[config.mk]
export PLATFORM = sky130hd
export DESIGN_NAME = qpi_cmd
export DESIGN_NICKNAME = d
export VERILOG_FILES = /design/src/qpi_pkg.sv /design/src/qpi_cmd.sv /design/src/pin_sync.sv /design/src/wrap_addr.sv
export SDC_FILE = /design/constraint.sdc
export NUM_CORES = 1
export LEC_CHECK = 0
export BUFFER_PORTS_ARGS = -buffer_cell sky130_fd_sc_hd__clkbuf_2
export CAP_MARGIN = 0
export CORE_MARGIN = 2
export CORE_UTILIZATION = 58
export CTS_CLUSTER_DIAMETER = 60
export DETAILED_ROUTE_END_ITERATION = 10
export PLACE_DENSITY = 0.8
export SYNTH_ARGS = -nofsm -noshare
export SYNTH_HDL_FRONTEND = slang
export SYNTH_SLANG_ARGS = --single-unit
[constraint.sdc]
create_clock -name i_mclk -period 3.2 [get_ports i_mclk]
set_input_delay 0.8 -clock i_mclk [delete_from_list [all_inputs] [get_ports i_mclk]]
set_output_delay 0.8 -clock i_mclk [all_outputs]
set_load 0.005 [all_outputs]
[src/qpi_pkg.sv]
// Shared constants, opcodes, register map and carrier types for the quad-command interpreter
`default_nettype none

package qpi_pkg;

  ////////////////////////////////////////////////////////////////////////////////
  // Clock and timing
  localparam int unsigned CLK_HZ = 50_000_000;
  localparam int unsigned RESET_RECOVERY_NS = 30_000;
  // Least time, so rounded up to whole cycles
  localparam int unsigned RESET_RECOVERY_CYC = (RESET_RECOVERY_NS * (CLK_HZ / 1_000_000) + 999) / 1000;
  localparam int unsigned BUSY_W = 11;

  ////////////////////////////////////////////////////////////////////////////////
  // Instruction codes
  localparam logic [7:0] OP_SET_READ_PARAM = 8'hC0;
  localparam logic [7:0] OP_SET_BURST_WRAP = 8'h77;
  localparam logic [7:0] OP_FAST_READ = 8'h0B;
  localparam logic [7:0] OP_QUAD_IO_READ = 8'hEB;
  localparam logic [7:0] OP_BURST_WRAP_READ = 8'h0C;
  localparam logic [7:0] OP_ENABLE_QUAD_CMD = 8'h38;
  localparam logic [7:0] OP_DISABLE_QUAD_CMD = 8'hFF;
  localparam logic [7:0] OP_RESET_ENABLE = 8'h66;
  localparam logic [7:0] OP_RESET = 8'h99;
  localparam logic [7:0] OP_WRITE_ENABLE = 8'h06;
  localparam logic [7:0] OP_WRITE_DISABLE = 8'h04;

  ////////////////////////////////////////////////////////////////////////////////
  // Frame lengths in serial-clock edges
  localparam logic [3:0] OPCODE_CLKS_SERIAL = 4'h8;
  localparam logic [3:0] OPCODE_CLKS_QUAD = 4'h2;
  localparam logic [3:0] PARAM_CLKS = 4'h2;
  localparam logic [3:0] WRAPCFG_CLKS = 4'h8;
  localparam logic [3:0] ADDR_CLKS = 4'h6;
  localparam logic [3:0] MODE_CLKS = 4'h2;

  ////////////////////////////////////////////////////////////////////////////////
  // Reset values of the volatile settings
  localparam logic [1:0] DUMMY_SEL_RESET = 2'h0;
  localparam logic [1:0] WRAP_SEL_RESET = 2'h0;
  localparam logic [2:0] WRAP_BITS_RESET = 3'h0;
  localparam logic [7:0] MODE_BITS_RESET = 8'h00;
  localparam logic [7:0] PATTERN_RESET = 8'h00;

  ////////////////////////////////////////////////////////////////////////////////
  // Register map (byte addresses) and field positions
  localparam logic [3:0] REG_STATUS = 4'h0;
  localparam logic [3:0] REG_CONFIG = 4'h4;
  localparam int unsigned STS_QUAD_MODE = 0;
  localparam int unsigned STS_WRITE_LATCH = 1;
  localparam int unsigned STS_ARMED = 2;
  localparam int unsigned STS_BUSY = 3;
  localparam int unsigned STS_DUMMY_SEL = 4;
  localparam int unsigned STS_WRAP_SEL = 6;
  localparam int unsigned STS_WRAP_BITS = 8;
  localparam int unsigned STS_MODE_BITS = 16;
  localparam int unsigned CFG_QUAD_ENABLE = 0;
  localparam int unsigned CFG_PATTERN = 8;

  ////////////////////////////////////////////////////////////////////////////////
  // Carrier types
  typedef struct packed {
    logic cs_n;
    logic sclk;
    logic [3:0] io;
  } link_pins_t;

  typedef struct packed {
    logic read;
    logic write;
    logic [3:0] address;
    logic [31:0] writedata;
  } avs_req_t;

  typedef struct packed {
    logic waitrequest;
    logic [31:0] readdata;
  } avs_rsp_t;

  typedef enum logic [2:0] {
    PH_IDLE,
    PH_IGNORE,
    PH_OPCODE,
    PH_PARAM,
    PH_WRAPCFG,
    PH_ADDR,
    PH_DUMMY,
    PH_DATA
  } phase_t;

  // Dummy clocks per select code: 2, 4, 6, 8
  function automatic logic [3:0] dummy_clocks(input logic [1:0] sel);
    dummy_clocks = {1'b0, sel, 1'b0} + 4'h2;
  endfunction : dummy_clocks

endpackage : qpi_pkg

`default_nettype wire

[src/qpi_cmd.sv]
// Command interpreter for quad-command mode, read parameters, wrapped reads and software reset
//
// Contract
// RULE_01 - In quad-command mode, C0h sets dummy clocks and wrap length.
// RULE_02 - C0h is ignored in serial mode; serial read dummies stay fixed.
// RULE_03 - Serial 77h sets wrap length from burst wrap length field; kept on entering quad mode.
// RULE_04 - Power-up or soft reset: 8-byte wrap, two dummy clocks.
// RULE_05 - Dummy select 00/01/10/11 gives 2/4/6/8 clocks.
// RULE_06 - Wrap select 00/01/10/11 gives 8/16/32/64 bytes.
// RULE_07 - 0Ch reads like quad fast read but wraps inside aligned window.
// RULE_08 - Exactly one mode at a time; only 38h enters quad mode.
// RULE_09 - Power-up starts in serial mode.
// RULE_10 - 38h is ignored while the quad enable bit is zero.
// RULE_11 - FFh in quad mode returns to serial mode.
// RULE_12 - Mode switches keep write enable latch and wrap length.
// RULE_13 - Soft reset restores power-on state and clears volatile settings.
// RULE_14 - 99h resets only directly after 66h; anything else disarms.
// RULE_15 - 66h and 99h work in both modes.
// RULE_16 - Commands ignored for about 30 us after an accepted reset.
// RULE_17 - Host should check write-in-progress before sending reset pair.
// RULE_18 - Host waits power-up write delay before any write instruction.
// RULE_19 - Host holds select high after supply reaches minimum.
// RULE_20 - Power-up also clears the armed reset state.
//
// The Avalon-MM interface to the registers and the register offsets were left to the implementer.
`timescale 1ns/1ps
`default_nettype none

module qpi_cmd (
  input wire logic i_mclk, // System clock, 50 MHz
  input wire logic i_rst, // Synchronous reset, active high
  input wire logic i_ce, // Clock enable, freezes all state when low
  input wire qpi_pkg::link_pins_t i_pins, // Chip select, serial clock, io inputs
  output logic [3:0] o_io, // io output data
  output logic [3:0] o_io_oe_n, // io output enable, low while driving
  input wire qpi_pkg::avs_req_t i_avs, // Avalon-MM request
  output qpi_pkg::avs_rsp_t o_avs // Avalon-MM response
);
  import qpi_pkg::*;

  ////////////////////////////////////////////////////////////////////////////////
  // State
  typedef struct packed {
    phase_t phase;
    logic sclk_d;
    logic cs_d;
    logic [31:0] sh;
    logic [3:0] cnt;
    logic [7:0] op;
    logic op_ok;
    logic quad;
    logic write_enable_latch;
    logic armed;
    logic [1:0] dummy_sel;
    logic [1:0] wrap_sel;
    logic [2:0] wrap_bits;
    logic [7:0] mode_bits;
    logic [BUSY_W-1:0] busy;
    logic [23:0] addr;
    logic nib_hi;
    logic wrap_rd;
    logic [3:0] io_out;
    logic io_drv;
    logic ack;
    logic [31:0] rdata;
    logic quad_enable_bit;
    logic [7:0] pattern;
  } st_t;

  localparam st_t ST_RESET = '{
    phase: PH_IDLE,
    sclk_d: 1'b0,
    cs_d: 1'b1,
    sh: 32'h0000_0000,
    cnt: 4'h0,
    op: 8'h00,
    op_ok: 1'b0,
    quad: 1'b0,
    write_enable_latch: 1'b0,
    armed: 1'b0,
    dummy_sel: DUMMY_SEL_RESET,
    wrap_sel: WRAP_SEL_RESET,
    wrap_bits: WRAP_BITS_RESET,
    mode_bits: MODE_BITS_RESET,
    busy: '0,
    addr: 24'h00_0000,
    nib_hi: 1'b1,
    wrap_rd: 1'b0,
    io_out: 4'h0,
    io_drv: 1'b0,
    ack: 1'b0,
    rdata: 32'h0000_0000,
    quad_enable_bit: 1'b0,
    pattern: PATTERN_RESET
  };

  st_t st_reg;
  st_t st_next;
  link_pins_t pins_s;
  logic [23:0] addr_next;
  logic rise;
  logic fall;
  logic frame_start;
  logic frame_end;
  logic [31:0] sh_in;
  logic [3:0] cnt_inc;
  logic [7:0] data_byte;
  logic [31:0] status_word;
  logic [31:0] config_word;
  logic req;

  ////////////////////////////////////////////////////////////////////////////////
  // Pins come from the host's domain, so they pass two flops first
  pin_sync u_sync (
    .i_mclk(i_mclk),
    .i_rst(i_rst),
    .i_ce(i_ce),
    .i_d(i_pins),
    .o_q(pins_s)
  );

  // Burst address stepping, wrapped only for the wrap read
  wrap_addr u_wrap (
    .i_addr(st_reg.addr),
    .i_wrap(st_reg.wrap_rd), // [RULE_07]
    .i_wrap_sel(st_reg.wrap_sel), // [RULE_06]
    .o_next(addr_next)
  );

  ////////////////////////////////////////////////////////////////////////////////
  // Edge detection and shift input; quad mode and 77h frames take a nibble per clock
  always_comb begin
    rise = pins_s.sclk & ~st_reg.sclk_d;
    fall = ~pins_s.sclk & st_reg.sclk_d;
    frame_start = ~pins_s.cs_n & st_reg.cs_d;
    frame_end = pins_s.cs_n & ~st_reg.cs_d;
    cnt_inc = st_reg.cnt + 4'h1;
    if (st_reg.quad || st_reg.phase == PH_WRAPCFG) begin
      sh_in = {st_reg.sh[27:0], pins_s.io};
    end else begin
      sh_in = {st_reg.sh[30:0], pins_s.io[0]};
    end
    // No array behind this block: read data is address mixed with a pattern
    data_byte = st_reg.addr[7:0] ^ st_reg.pattern;
    req = i_avs.read | i_avs.write;
  end

  // Register read words
  always_comb begin
    status_word = 32'h0000_0000;
    status_word[STS_QUAD_MODE] = st_reg.quad;
    status_word[STS_WRITE_LATCH] = st_reg.write_enable_latch;
    status_word[STS_ARMED] = st_reg.armed;
    status_word[STS_BUSY] = (st_reg.busy != '0);
    status_word[STS_DUMMY_SEL +: 2] = st_reg.dummy_sel;
    status_word[STS_WRAP_SEL +: 2] = st_reg.wrap_sel;
    status_word[STS_WRAP_BITS +: 3] = st_reg.wrap_bits;
    status_word[STS_MODE_BITS +: 8] = st_reg.mode_bits;
    config_word = 32'h0000_0000;
    config_word[CFG_QUAD_ENABLE] = st_reg.quad_enable_bit;
    config_word[CFG_PATTERN +: 8] = st_reg.pattern;
  end

  ////////////////////////////////////////////////////////////////////////////////
  // Next-state logic
  always_comb begin
    st_next = st_reg;
    st_next.sclk_d = pins_s.sclk;
    st_next.cs_d = pins_s.cs_n;

    // Recovery countdown after an accepted reset
    if (st_reg.busy != '0) begin
      st_next.busy = st_reg.busy - BUSY_W'(1); // [RULE_16]
    end

    if (frame_end) begin
      // Frame closes: release io and execute single-byte commands
      st_next.phase = PH_IDLE;
      st_next.io_drv = 1'b0;
      st_next.cnt = 4'h0;
      st_next.op_ok = 1'b0;
      if (st_reg.op_ok) begin
        st_next.armed = (st_reg.op == OP_RESET_ENABLE); // [RULE_14] [RULE_15]
        case (st_reg.op)
          OP_ENABLE_QUAD_CMD: begin
            // Only entry to quad mode; write latch and wrap are left alone
            if (!st_reg.quad && st_reg.quad_enable_bit) begin
              st_next.quad = 1'b1; // [RULE_08] [RULE_10] [RULE_12]
            end
          end
          OP_DISABLE_QUAD_CMD: begin
            if (st_reg.quad) begin
              st_next.quad = 1'b0; // [RULE_11] [RULE_12]
            end
          end
          OP_WRITE_ENABLE: begin
            st_next.write_enable_latch = 1'b1;
          end
          OP_WRITE_DISABLE: begin
            st_next.write_enable_latch = 1'b0;
          end
          OP_RESET: begin
            if (st_reg.armed) begin
              // Back to power-on state; quad enable is non-volatile and kept
              st_next.quad = 1'b0; // [RULE_13]
              st_next.write_enable_latch = 1'b0; // [RULE_13]
              st_next.armed = 1'b0;
              st_next.dummy_sel = DUMMY_SEL_RESET; // [RULE_04] [RULE_13]
              st_next.wrap_sel = WRAP_SEL_RESET; // [RULE_04] [RULE_13]
              st_next.wrap_bits = WRAP_BITS_RESET; // [RULE_13]
              st_next.mode_bits = MODE_BITS_RESET; // [RULE_13]
              st_next.busy = BUSY_W'(RESET_RECOVERY_CYC); // [RULE_16]
            end
          end
          default: begin
          end
        endcase
      end
    end else if (pins_s.cs_n) begin
      st_next.phase = PH_IDLE;
      st_next.io_drv = 1'b0;
    end else if (frame_start) begin
      // Frames opened during recovery are swallowed whole
      st_next.phase = (st_reg.busy != '0) ? PH_IGNORE : PH_OPCODE; // [RULE_16]
      st_next.cnt = 4'h0;
      st_next.op_ok = 1'b0;
      st_next.io_drv = 1'b0;
    end else if (rise) begin
      st_next.sh = sh_in;
      st_next.cnt = cnt_inc;
      case (st_reg.phase)
        PH_OPCODE: begin
          if (cnt_inc == (st_reg.quad ? OPCODE_CLKS_QUAD : OPCODE_CLKS_SERIAL)) begin
            st_next.op = sh_in[7:0];
            st_next.op_ok = 1'b1;
            st_next.cnt = 4'h0;
            st_next.phase = PH_IGNORE;
            case (sh_in[7:0])
              OP_SET_READ_PARAM: begin
                // Serial mode refuses it; serial read dummies are not touched
                if (st_reg.quad) begin
                  st_next.phase = PH_PARAM; // [RULE_01] [RULE_02]
                end
              end
              OP_SET_BURST_WRAP: begin
                if (!st_reg.quad) begin
                  st_next.phase = PH_WRAPCFG; // [RULE_03]
                end
              end
              OP_FAST_READ, OP_QUAD_IO_READ: begin
                // Serial-mode reads belong to another block
                if (st_reg.quad) begin
                  st_next.phase = PH_ADDR;
                  st_next.wrap_rd = 1'b0;
                end
              end
              OP_BURST_WRAP_READ: begin
                if (st_reg.quad) begin
                  st_next.phase = PH_ADDR; // [RULE_07]
                  st_next.wrap_rd = 1'b1;
                end
              end
              default: begin
              end
            endcase
          end
        end
        PH_PARAM: begin
          if (cnt_inc == PARAM_CLKS) begin
            st_next.dummy_sel = sh_in[5:4]; // [RULE_01] [RULE_05]
            st_next.wrap_sel = sh_in[1:0]; // [RULE_01] [RULE_06]
            st_next.phase = PH_IGNORE;
          end
        end
        PH_WRAPCFG: begin
          // Six dummy nibbles, then the wrap byte on the last two clocks
          if (cnt_inc == WRAPCFG_CLKS) begin
            st_next.wrap_bits = sh_in[6:4];
            st_next.wrap_sel = sh_in[5:4]; // [RULE_03]
            st_next.phase = PH_IGNORE;
          end
        end
        PH_ADDR: begin
          if (cnt_inc == ADDR_CLKS) begin
            st_next.addr = sh_in[23:0];
            st_next.cnt = 4'h0;
            st_next.phase = PH_DUMMY;
          end
        end
        PH_DUMMY: begin
          // Quad I/O read carries its mode byte in the first two dummy clocks
          if (st_reg.op == OP_QUAD_IO_READ && cnt_inc == MODE_CLKS) begin
            st_next.mode_bits = sh_in[7:0];
          end
          if (cnt_inc == dummy_clocks(st_reg.dummy_sel)) begin
            st_next.phase = PH_DATA; // [RULE_01] [RULE_05]
            st_next.nib_hi = 1'b1;
          end
        end
        default: begin
        end
      endcase
    end else if (fall && st_reg.phase == PH_DATA) begin
      // Data change on the falling edge, high nibble first
      st_next.io_drv = 1'b1;
      st_next.io_out = st_reg.nib_hi ? data_byte[7:4] : data_byte[3:0];
      st_next.nib_hi = ~st_reg.nib_hi;
      if (!st_reg.nib_hi) begin
        st_next.addr = addr_next; // [RULE_07]
      end
    end

    // Avalon slave: one wait cycle, then the answer with waitrequest low
    st_next.ack = req & ~st_reg.ack;
    if (req && !st_reg.ack) begin
      case (i_avs.address)
        REG_STATUS: begin
          st_next.rdata = status_word;
        end
        REG_CONFIG: begin
          st_next.rdata = config_word;
        end
        default: begin
          st_next.rdata = 32'h0000_0000;
        end
      endcase
    end
    if (i_avs.write && st_reg.ack && i_avs.address == REG_CONFIG) begin
      st_next.quad_enable_bit = i_avs.writedata[CFG_QUAD_ENABLE]; // [RULE_10]
      st_next.pattern = i_avs.writedata[CFG_PATTERN +: 8];
    end
  end

  ////////////////////////////////////////////////////////////////////////////////
  // State register; power-up lands in serial mode with nothing armed
  always_ff @(posedge i_mclk) begin
    if (i_rst) begin
      st_reg <= ST_RESET; // [RULE_04] [RULE_09] [RULE_20]
    end else if (i_ce) begin
      st_reg <= st_next;
    end
  end

  ////////////////////////////////////////////////////////////////////////////////
  // Outputs
  assign o_io = st_reg.io_out;
  assign o_io_oe_n = {4{~st_reg.io_drv}};
  assign o_avs.waitrequest = req & ~st_reg.ack;
  assign o_avs.readdata = st_reg.rdata;

endmodule : qpi_cmd

`default_nettype wire

[src/pin_sync.sv]
// Two-stage synchroniser for the link pins
`timescale 1ns/1ps
`default_nettype none

module pin_sync (
  input wire logic i_mclk, // System clock
  input wire logic i_rst, // Synchronous reset, active high
  input wire logic i_ce, // Clock enable
  input wire qpi_pkg::link_pins_t i_d, // Raw pins
  output qpi_pkg::link_pins_t o_q // Synchronised pins
);
  import qpi_pkg::*;

  typedef struct packed {
    link_pins_t s1;
    link_pins_t s2;
  } sync_st_t;

  localparam sync_st_t SYNC_RESET = '{s1: '{cs_n: 1'b1, sclk: 1'b0, io: 4'h0}, s2: '{cs_n: 1'b1, sclk: 1'b0, io: 4'h0}};

  sync_st_t sync_reg;
  sync_st_t sync_next;

  ////////////////////////////////////////////////////////////////////////////////
  // First stage feeds only the second; chip select idles high
  always_comb begin
    sync_next = sync_reg;
    sync_next.s1 = i_d;
    sync_next.s2 = sync_reg.s1;
  end

  always_ff @(posedge i_mclk) begin
    if (i_rst) begin
      sync_reg <= SYNC_RESET;
    end else if (i_ce) begin
      sync_reg <= sync_next;
    end
  end

  assign o_q = sync_reg.s2;

endmodule : pin_sync

`default_nettype wire

[src/wrap_addr.sv]
// Next-address logic for linear and wrapped bursts
`timescale 1ns/1ps
`default_nettype none

module wrap_addr (
  input wire logic [23:0] i_addr, // Current byte address
  input wire logic i_wrap, // Wrap inside aligned window
  input wire logic [1:0] i_wrap_sel, // Wrap length select
  output logic [23:0] o_next // Following address
);
  logic [5:0] mask;
  logic [5:0] low_inc;

  ////////////////////////////////////////////////////////////////////////////////
  // Window mask 7, 15, 31, 63 for 8, 16, 32, 64 bytes
  always_comb begin
    mask = 6'((7'h08 << i_wrap_sel) - 7'h01);
    low_inc = i_addr[5:0] + 6'h01;
    if (i_wrap) begin
      o_next = {i_addr[23:6], (i_addr[5:0] & ~mask) | (low_inc & mask)};
    end else begin
      o_next = i_addr + 24'h00_0001;
    end
  end

endmodule : wrap_addr

`default_nettype wire

=== After elaboration in Yosys (flattened, before gate mapping) ===
Cells that the tools add are included.
W data, S select, Z words.

* Word-level logic and storage cells: 222
* Register bits after elaboration: 164

* Bitwise logic cells: 21
* Multiplexer cells: 65
* Reductions and logical operators: 51
* $add $sub $neg: 6
* Equal/unequal tests: 47
* Shift operators: 1

{| class="wikitable"
|+ Operators by type and width
! operator !! number
|-
| $mux W24 || 4
|-
| $mux W15 || 4
|-
| $mux W25 || 2
|-
| $pmux W24 S2 || 1
|-
| $mux W45 || 1
|-
| $eq A8 B8 Y1 const B || 5
|-
| $mux W3 || 12
|-
| $reduce_and A9 Y1 || 4
|-
| $mux W32 || 1
|-
| $mux W29 || 1
|-
| $mux W27 || 1
|-
| $mux W13 || 2
|-
| $mux W26 || 1
|-
| $add A24 B1 Y24 const B || 1
|-
| $mux W4 || 6
|-
| $mux W8 || 3
|-
| $mux W11 || 2
|-
| $ne A5 B4 Y1 const B || 4
|-
| $reduce_and A10 Y1 || 2
|-
| $reduce_bool A2 Y1 || 9
|-
| $reduce_bool A3 Y1 || 6
|-
| $eq A8 B3 Y1 const B || 2
|-
| $eq A8 B4 Y1 const B || 2
|-
| $eq A8 B7 Y1 const B || 2
|-
| 51 further kinds || 113
|}

=== Logic depth before layout (Yosys ltp) ===
* Depth after elaboration: 12
* Gate-level depth with buffers: 10

=== Hierarchy ===
Synthesis repeated with hierarchy kept, for this count alone.

* Cell total of the unflattened synthesis: 956
* Area total of the unflattened synthesis: 8,044.0 um^2

{| class="wikitable"
|+ By module, submodules not included
! module !! area each (um^2) !! cells an instance !! instances
|-
| qpi_cmd || 7,116.8 || 851 || 1
|-
| wrap_addr || 484.2 || 66 || 1
|-
| pin_sync || 442.9 || 39 || 1
|}

=== Worst setup path before layout ===
No wires, ideal clock.

* Path kind: input port to flip-flop
* From: in i_ce
* To: reg st_reg[105] (netlist bit)
* Arrival: 2.237 ns
* Library setup time: 0.079 ns
* Setup slack: 0.884 ns
* Stages: 8
* Path buffers: 2
* Path through: clkbuf_1 inv_2 nor3_4 inv_2 nor4_4 buf_6 nor2_1 a211oi_2

* Word-level cells in the longest chain between the ends: 1

{| class="wikitable"
|+ Ends and longest elaborated chain
! what !! line !! source
|-
| start, declared || qpi_cmd.sv:32 || <nowiki>input wire logic i_ce,</nowiki>
|-
| $reduce_and A7 Y1 (no line) || n/a ||
|-
| end signal, assigned || qpi_cmd.sv:340 || <nowiki>st_reg <= st_next;</nowiki>
|-
| end, declared || qpi_cmd.sv:97 || <nowiki>st_t st_reg;</nowiki>
|}

Every way passes these cells.
A chain may end at the register's enable or synchronous reset.

==> reports/results.txt <==
DIE AREA: 11800 um^2
Number of fill cells: 917
CTS tree: done
CTS Buffer Depth: 2
Setup TNS: 0 ns
Pint: 2.73 mW
Reg clk slew, reported paths: 0.06 ns
Synth top area cells: dfxtp_1 (36%), nor2_1 (7.0%), mux2i_1 (5.1%)
Cell area after synthesis: 6320 um^2
Area of the core: 10700 um^2
Drt initial violations: 740
Clk pwr share: 0.446
Final hold vios: 0
Post-Syn Instances: 738
Antenna viol nets, final: 0
Row cnt: 38
Synth area leader: dfxtp_1
Nets: 809
Register share of total power: 0.406
Via density: 6.19
Avg Inst Size Synth: 8.57 um^2
Main flop type after synthesis: dfxtp_1
Proportion of power drawn by combinational gates: 0.147
First-pass GRT wire length: 25.7 mm
Initial antenna violation count: 0
IO buf count: 56
Most frequent cells in the layout: nor2_1 (118), dfxtp_1 (115), clkbuf_2 (55)
Vias in the first global route: 5210
Post-synth EDFFs: 0
Register area: 2300 um^2
Share of layout cells above drive strength 1: 0.174
Max FFs per register: 63
Worst EP arrival: 3.06 ns
GR Overflow Total: 0
Overall global routing resource usage: 0.283
Largest net degree at the start of global routing: 65
Psw: 1.11 mW
Fmax: 377 MHz
Die height: 108 um
Critical R2R Launch: st_reg[151]
Synth Register Bits: 115
# DRC: 0
Switching Fraction: 0.289
Initial cell density of the core: 0.588
Vias: 5612
Max cap viols: 0
Num Clock Sinks: 115
Hold Slack: 0.470 ns
Crit path capture type: register
PwrDens: 550 nW/um^2
Multi-input gate area: 3510 um^2
Post-synthesis async set-or-reset flop share: 0
Crit share post-route: 0.829
Synth cell types: 84
Worst Setup SP: st_reg[151]
Num CTS Buffers: 17
Crit path max fanout: 17
Clock Latency Late Sink: 0.55 ns
Min Tclk post-route: 2.65 ns
Max_slew headroom: 0.337
Synth-to-layout area growth: 10.3%
Wire per inst: 17.8 um
Critical path class: register to register
IR drop worst, VDD: 0.455 mV
Antenna cells: 0
Gpl congestion: 0.999
Routed Wire Length: 16.1 mm
Number of H-tree levels: 4
Static Leak: 2.61 nW
Hold buffers post-CTS: 0
Top cell type's share of synthesized area: 0.364
Post-CTS Setup Inserts: 0
Pins Over Slew Limit: 0
DP HPWL: 11.0 mm
Post-CTS sizing: 0
Hold crit path type: register to register
Power consumption: 3.84 mW
Setup Skew: 0.00824 ns
Seq/Total Area, Yosys: 0.364
Transition time of the tightest slew-check pin: 0.990 ns
RSZ-0062 raised after global routing: false
Commonest non-fill, non-tap cell in the layout: nor2_1
Yosys warning total: 0
Status: finished clean
Clock Tree Root: clkbuf_8
Crit path launch type: register
Setup violators final: 0
DR pass1 iterations: 6
Hold path startpoint: u_sync.sync_next[5]
Worst Path Required: 3.61 ns
Die Wd: 108 um
# IOs: 88
==> layout make-up <==
type | count | share of cell area
well taps | 140 | 0.0251
inverters | 15 | 0.00807
repair buffers | 70 | 0.0556
flip-flops and latches | 115 | 0.330
clock buffers | 19 | 0.0633
multi-input cells | 534 | 0.503
clock inverters | 13 | 0.0145
==> critical path: stages, from the launching register on <==
cell	delay (ns)
dfxtp_1	0.68
nor3b_2	0.60
nor2_1	0.21
mux2i_1	0.70
nand2_1	0.12
a21oi_1	0.15
nor3_1	0.06
==> synthesized netlist by cell type (all sizes together) (3+ instances only) <==
| library cell | n |
|---|---|
| o211ai | 7 |
| or3b | 4 |
| mux2i | 33 |
| nor3 | 20 |
| nor4bb | 3 |
| nand4bb | 3 |
| inv | 15 |
| a211oi | 22 |
| a2111oi | 3 |
| a22oi | 28 |
| and2 | 7 |
| xnor2 | 13 |
| nand2b | 9 |
| a21oi | 41 |
| buf | 50 |
| a21o | 5 |
| nand3b | 5 |
| nor2 | 118 |
| a222oi | 4 |
| nand2 | 43 |
| ha | 9 |
| nand4b | 3 |
| nor4 | 12 |
| or3 | 12 |
| xor2 | 9 |
| o2bb2ai | 4 |
| or4 | 5 |
| nor2b | 8 |
| o21ai | 22 |
| dfxtp | 115 |
| a31oi | 3 |
| clkbuf | 31 |
| and3 | 5 |
| nor3b | 3 |
| nor4b | 5 |
| nand4 | 6 |
| nand3 | 17 |
==> cells by family (layout without fill, tap and decap cells) <==
logic type | Yosys count | after routing | synth area share
buffers and inverters | 96 | 117 | 0.0853
xor gates and xnor gates | 23 | 23 | 0.0354
and+or+nand+nor | 292 | 292 | 0.245
AOI/OAI and AO/OA | 168 | 168 | 0.197
other | 1 | 8 | 0.000593
muxes | 34 | 34 | 0.0546
adders and majority gates | 9 | 9 | 0.0178
DFF | 115 | 115 | 0.364
==> power groups by stage <==
stage / clock, mW / sequential [mW] / combinational (mW)
global placement: 0 / 1.58 / 0.532
floorplan: 0 / 1.57 / 0.460
CTS: 1.73 / 1.56 / 0.563
finish: 1.71 / 1.56 / 0.566
global route: 1.80 / 1.57 / 0.629
detailed placement: 0 / 1.59 / 0.559
==> final timing paths <==
| path | to | slack, ns | cells after the start |
|---|---|---|---|
| min reg2reg | u_sync.sync_next[5] | 0.47 | 2 |
| max | register | 0.55 | 6 |
| max reg2reg | register | 0.55 | 6 |
| min | u_sync.sync_next[5] | 0.47 | 2 |
==> layer usage <==
layer,wire (um),vias up,GRT usage
li1,-,2665,-
met1,6920,2632,0.353
met2,7620,278,0.464
met3,1230,37,0.0790
met4,332,0,0.109
met5,0,-,0
==> metrics by stage <==
stage | setup WS, ns | instance area [um^2] | instances | utilization
2_1_floorplan | 0.884 | 6350 | 745 | -
3_3_place_gp | 0.706 | 6430 | 874 | 0.598
3_5_place_dp | 0.647 | 6430 | 874 | 0.598
4_1_cts | 0.638 | 6970 | 906 | 0.649
5_1_grt | 0.440 | 6970 | 906 | 0.649
6_report | 0.549 | 6970 | 906 | 0.649
Note: power is estimated with default switching activity, not from simulation.
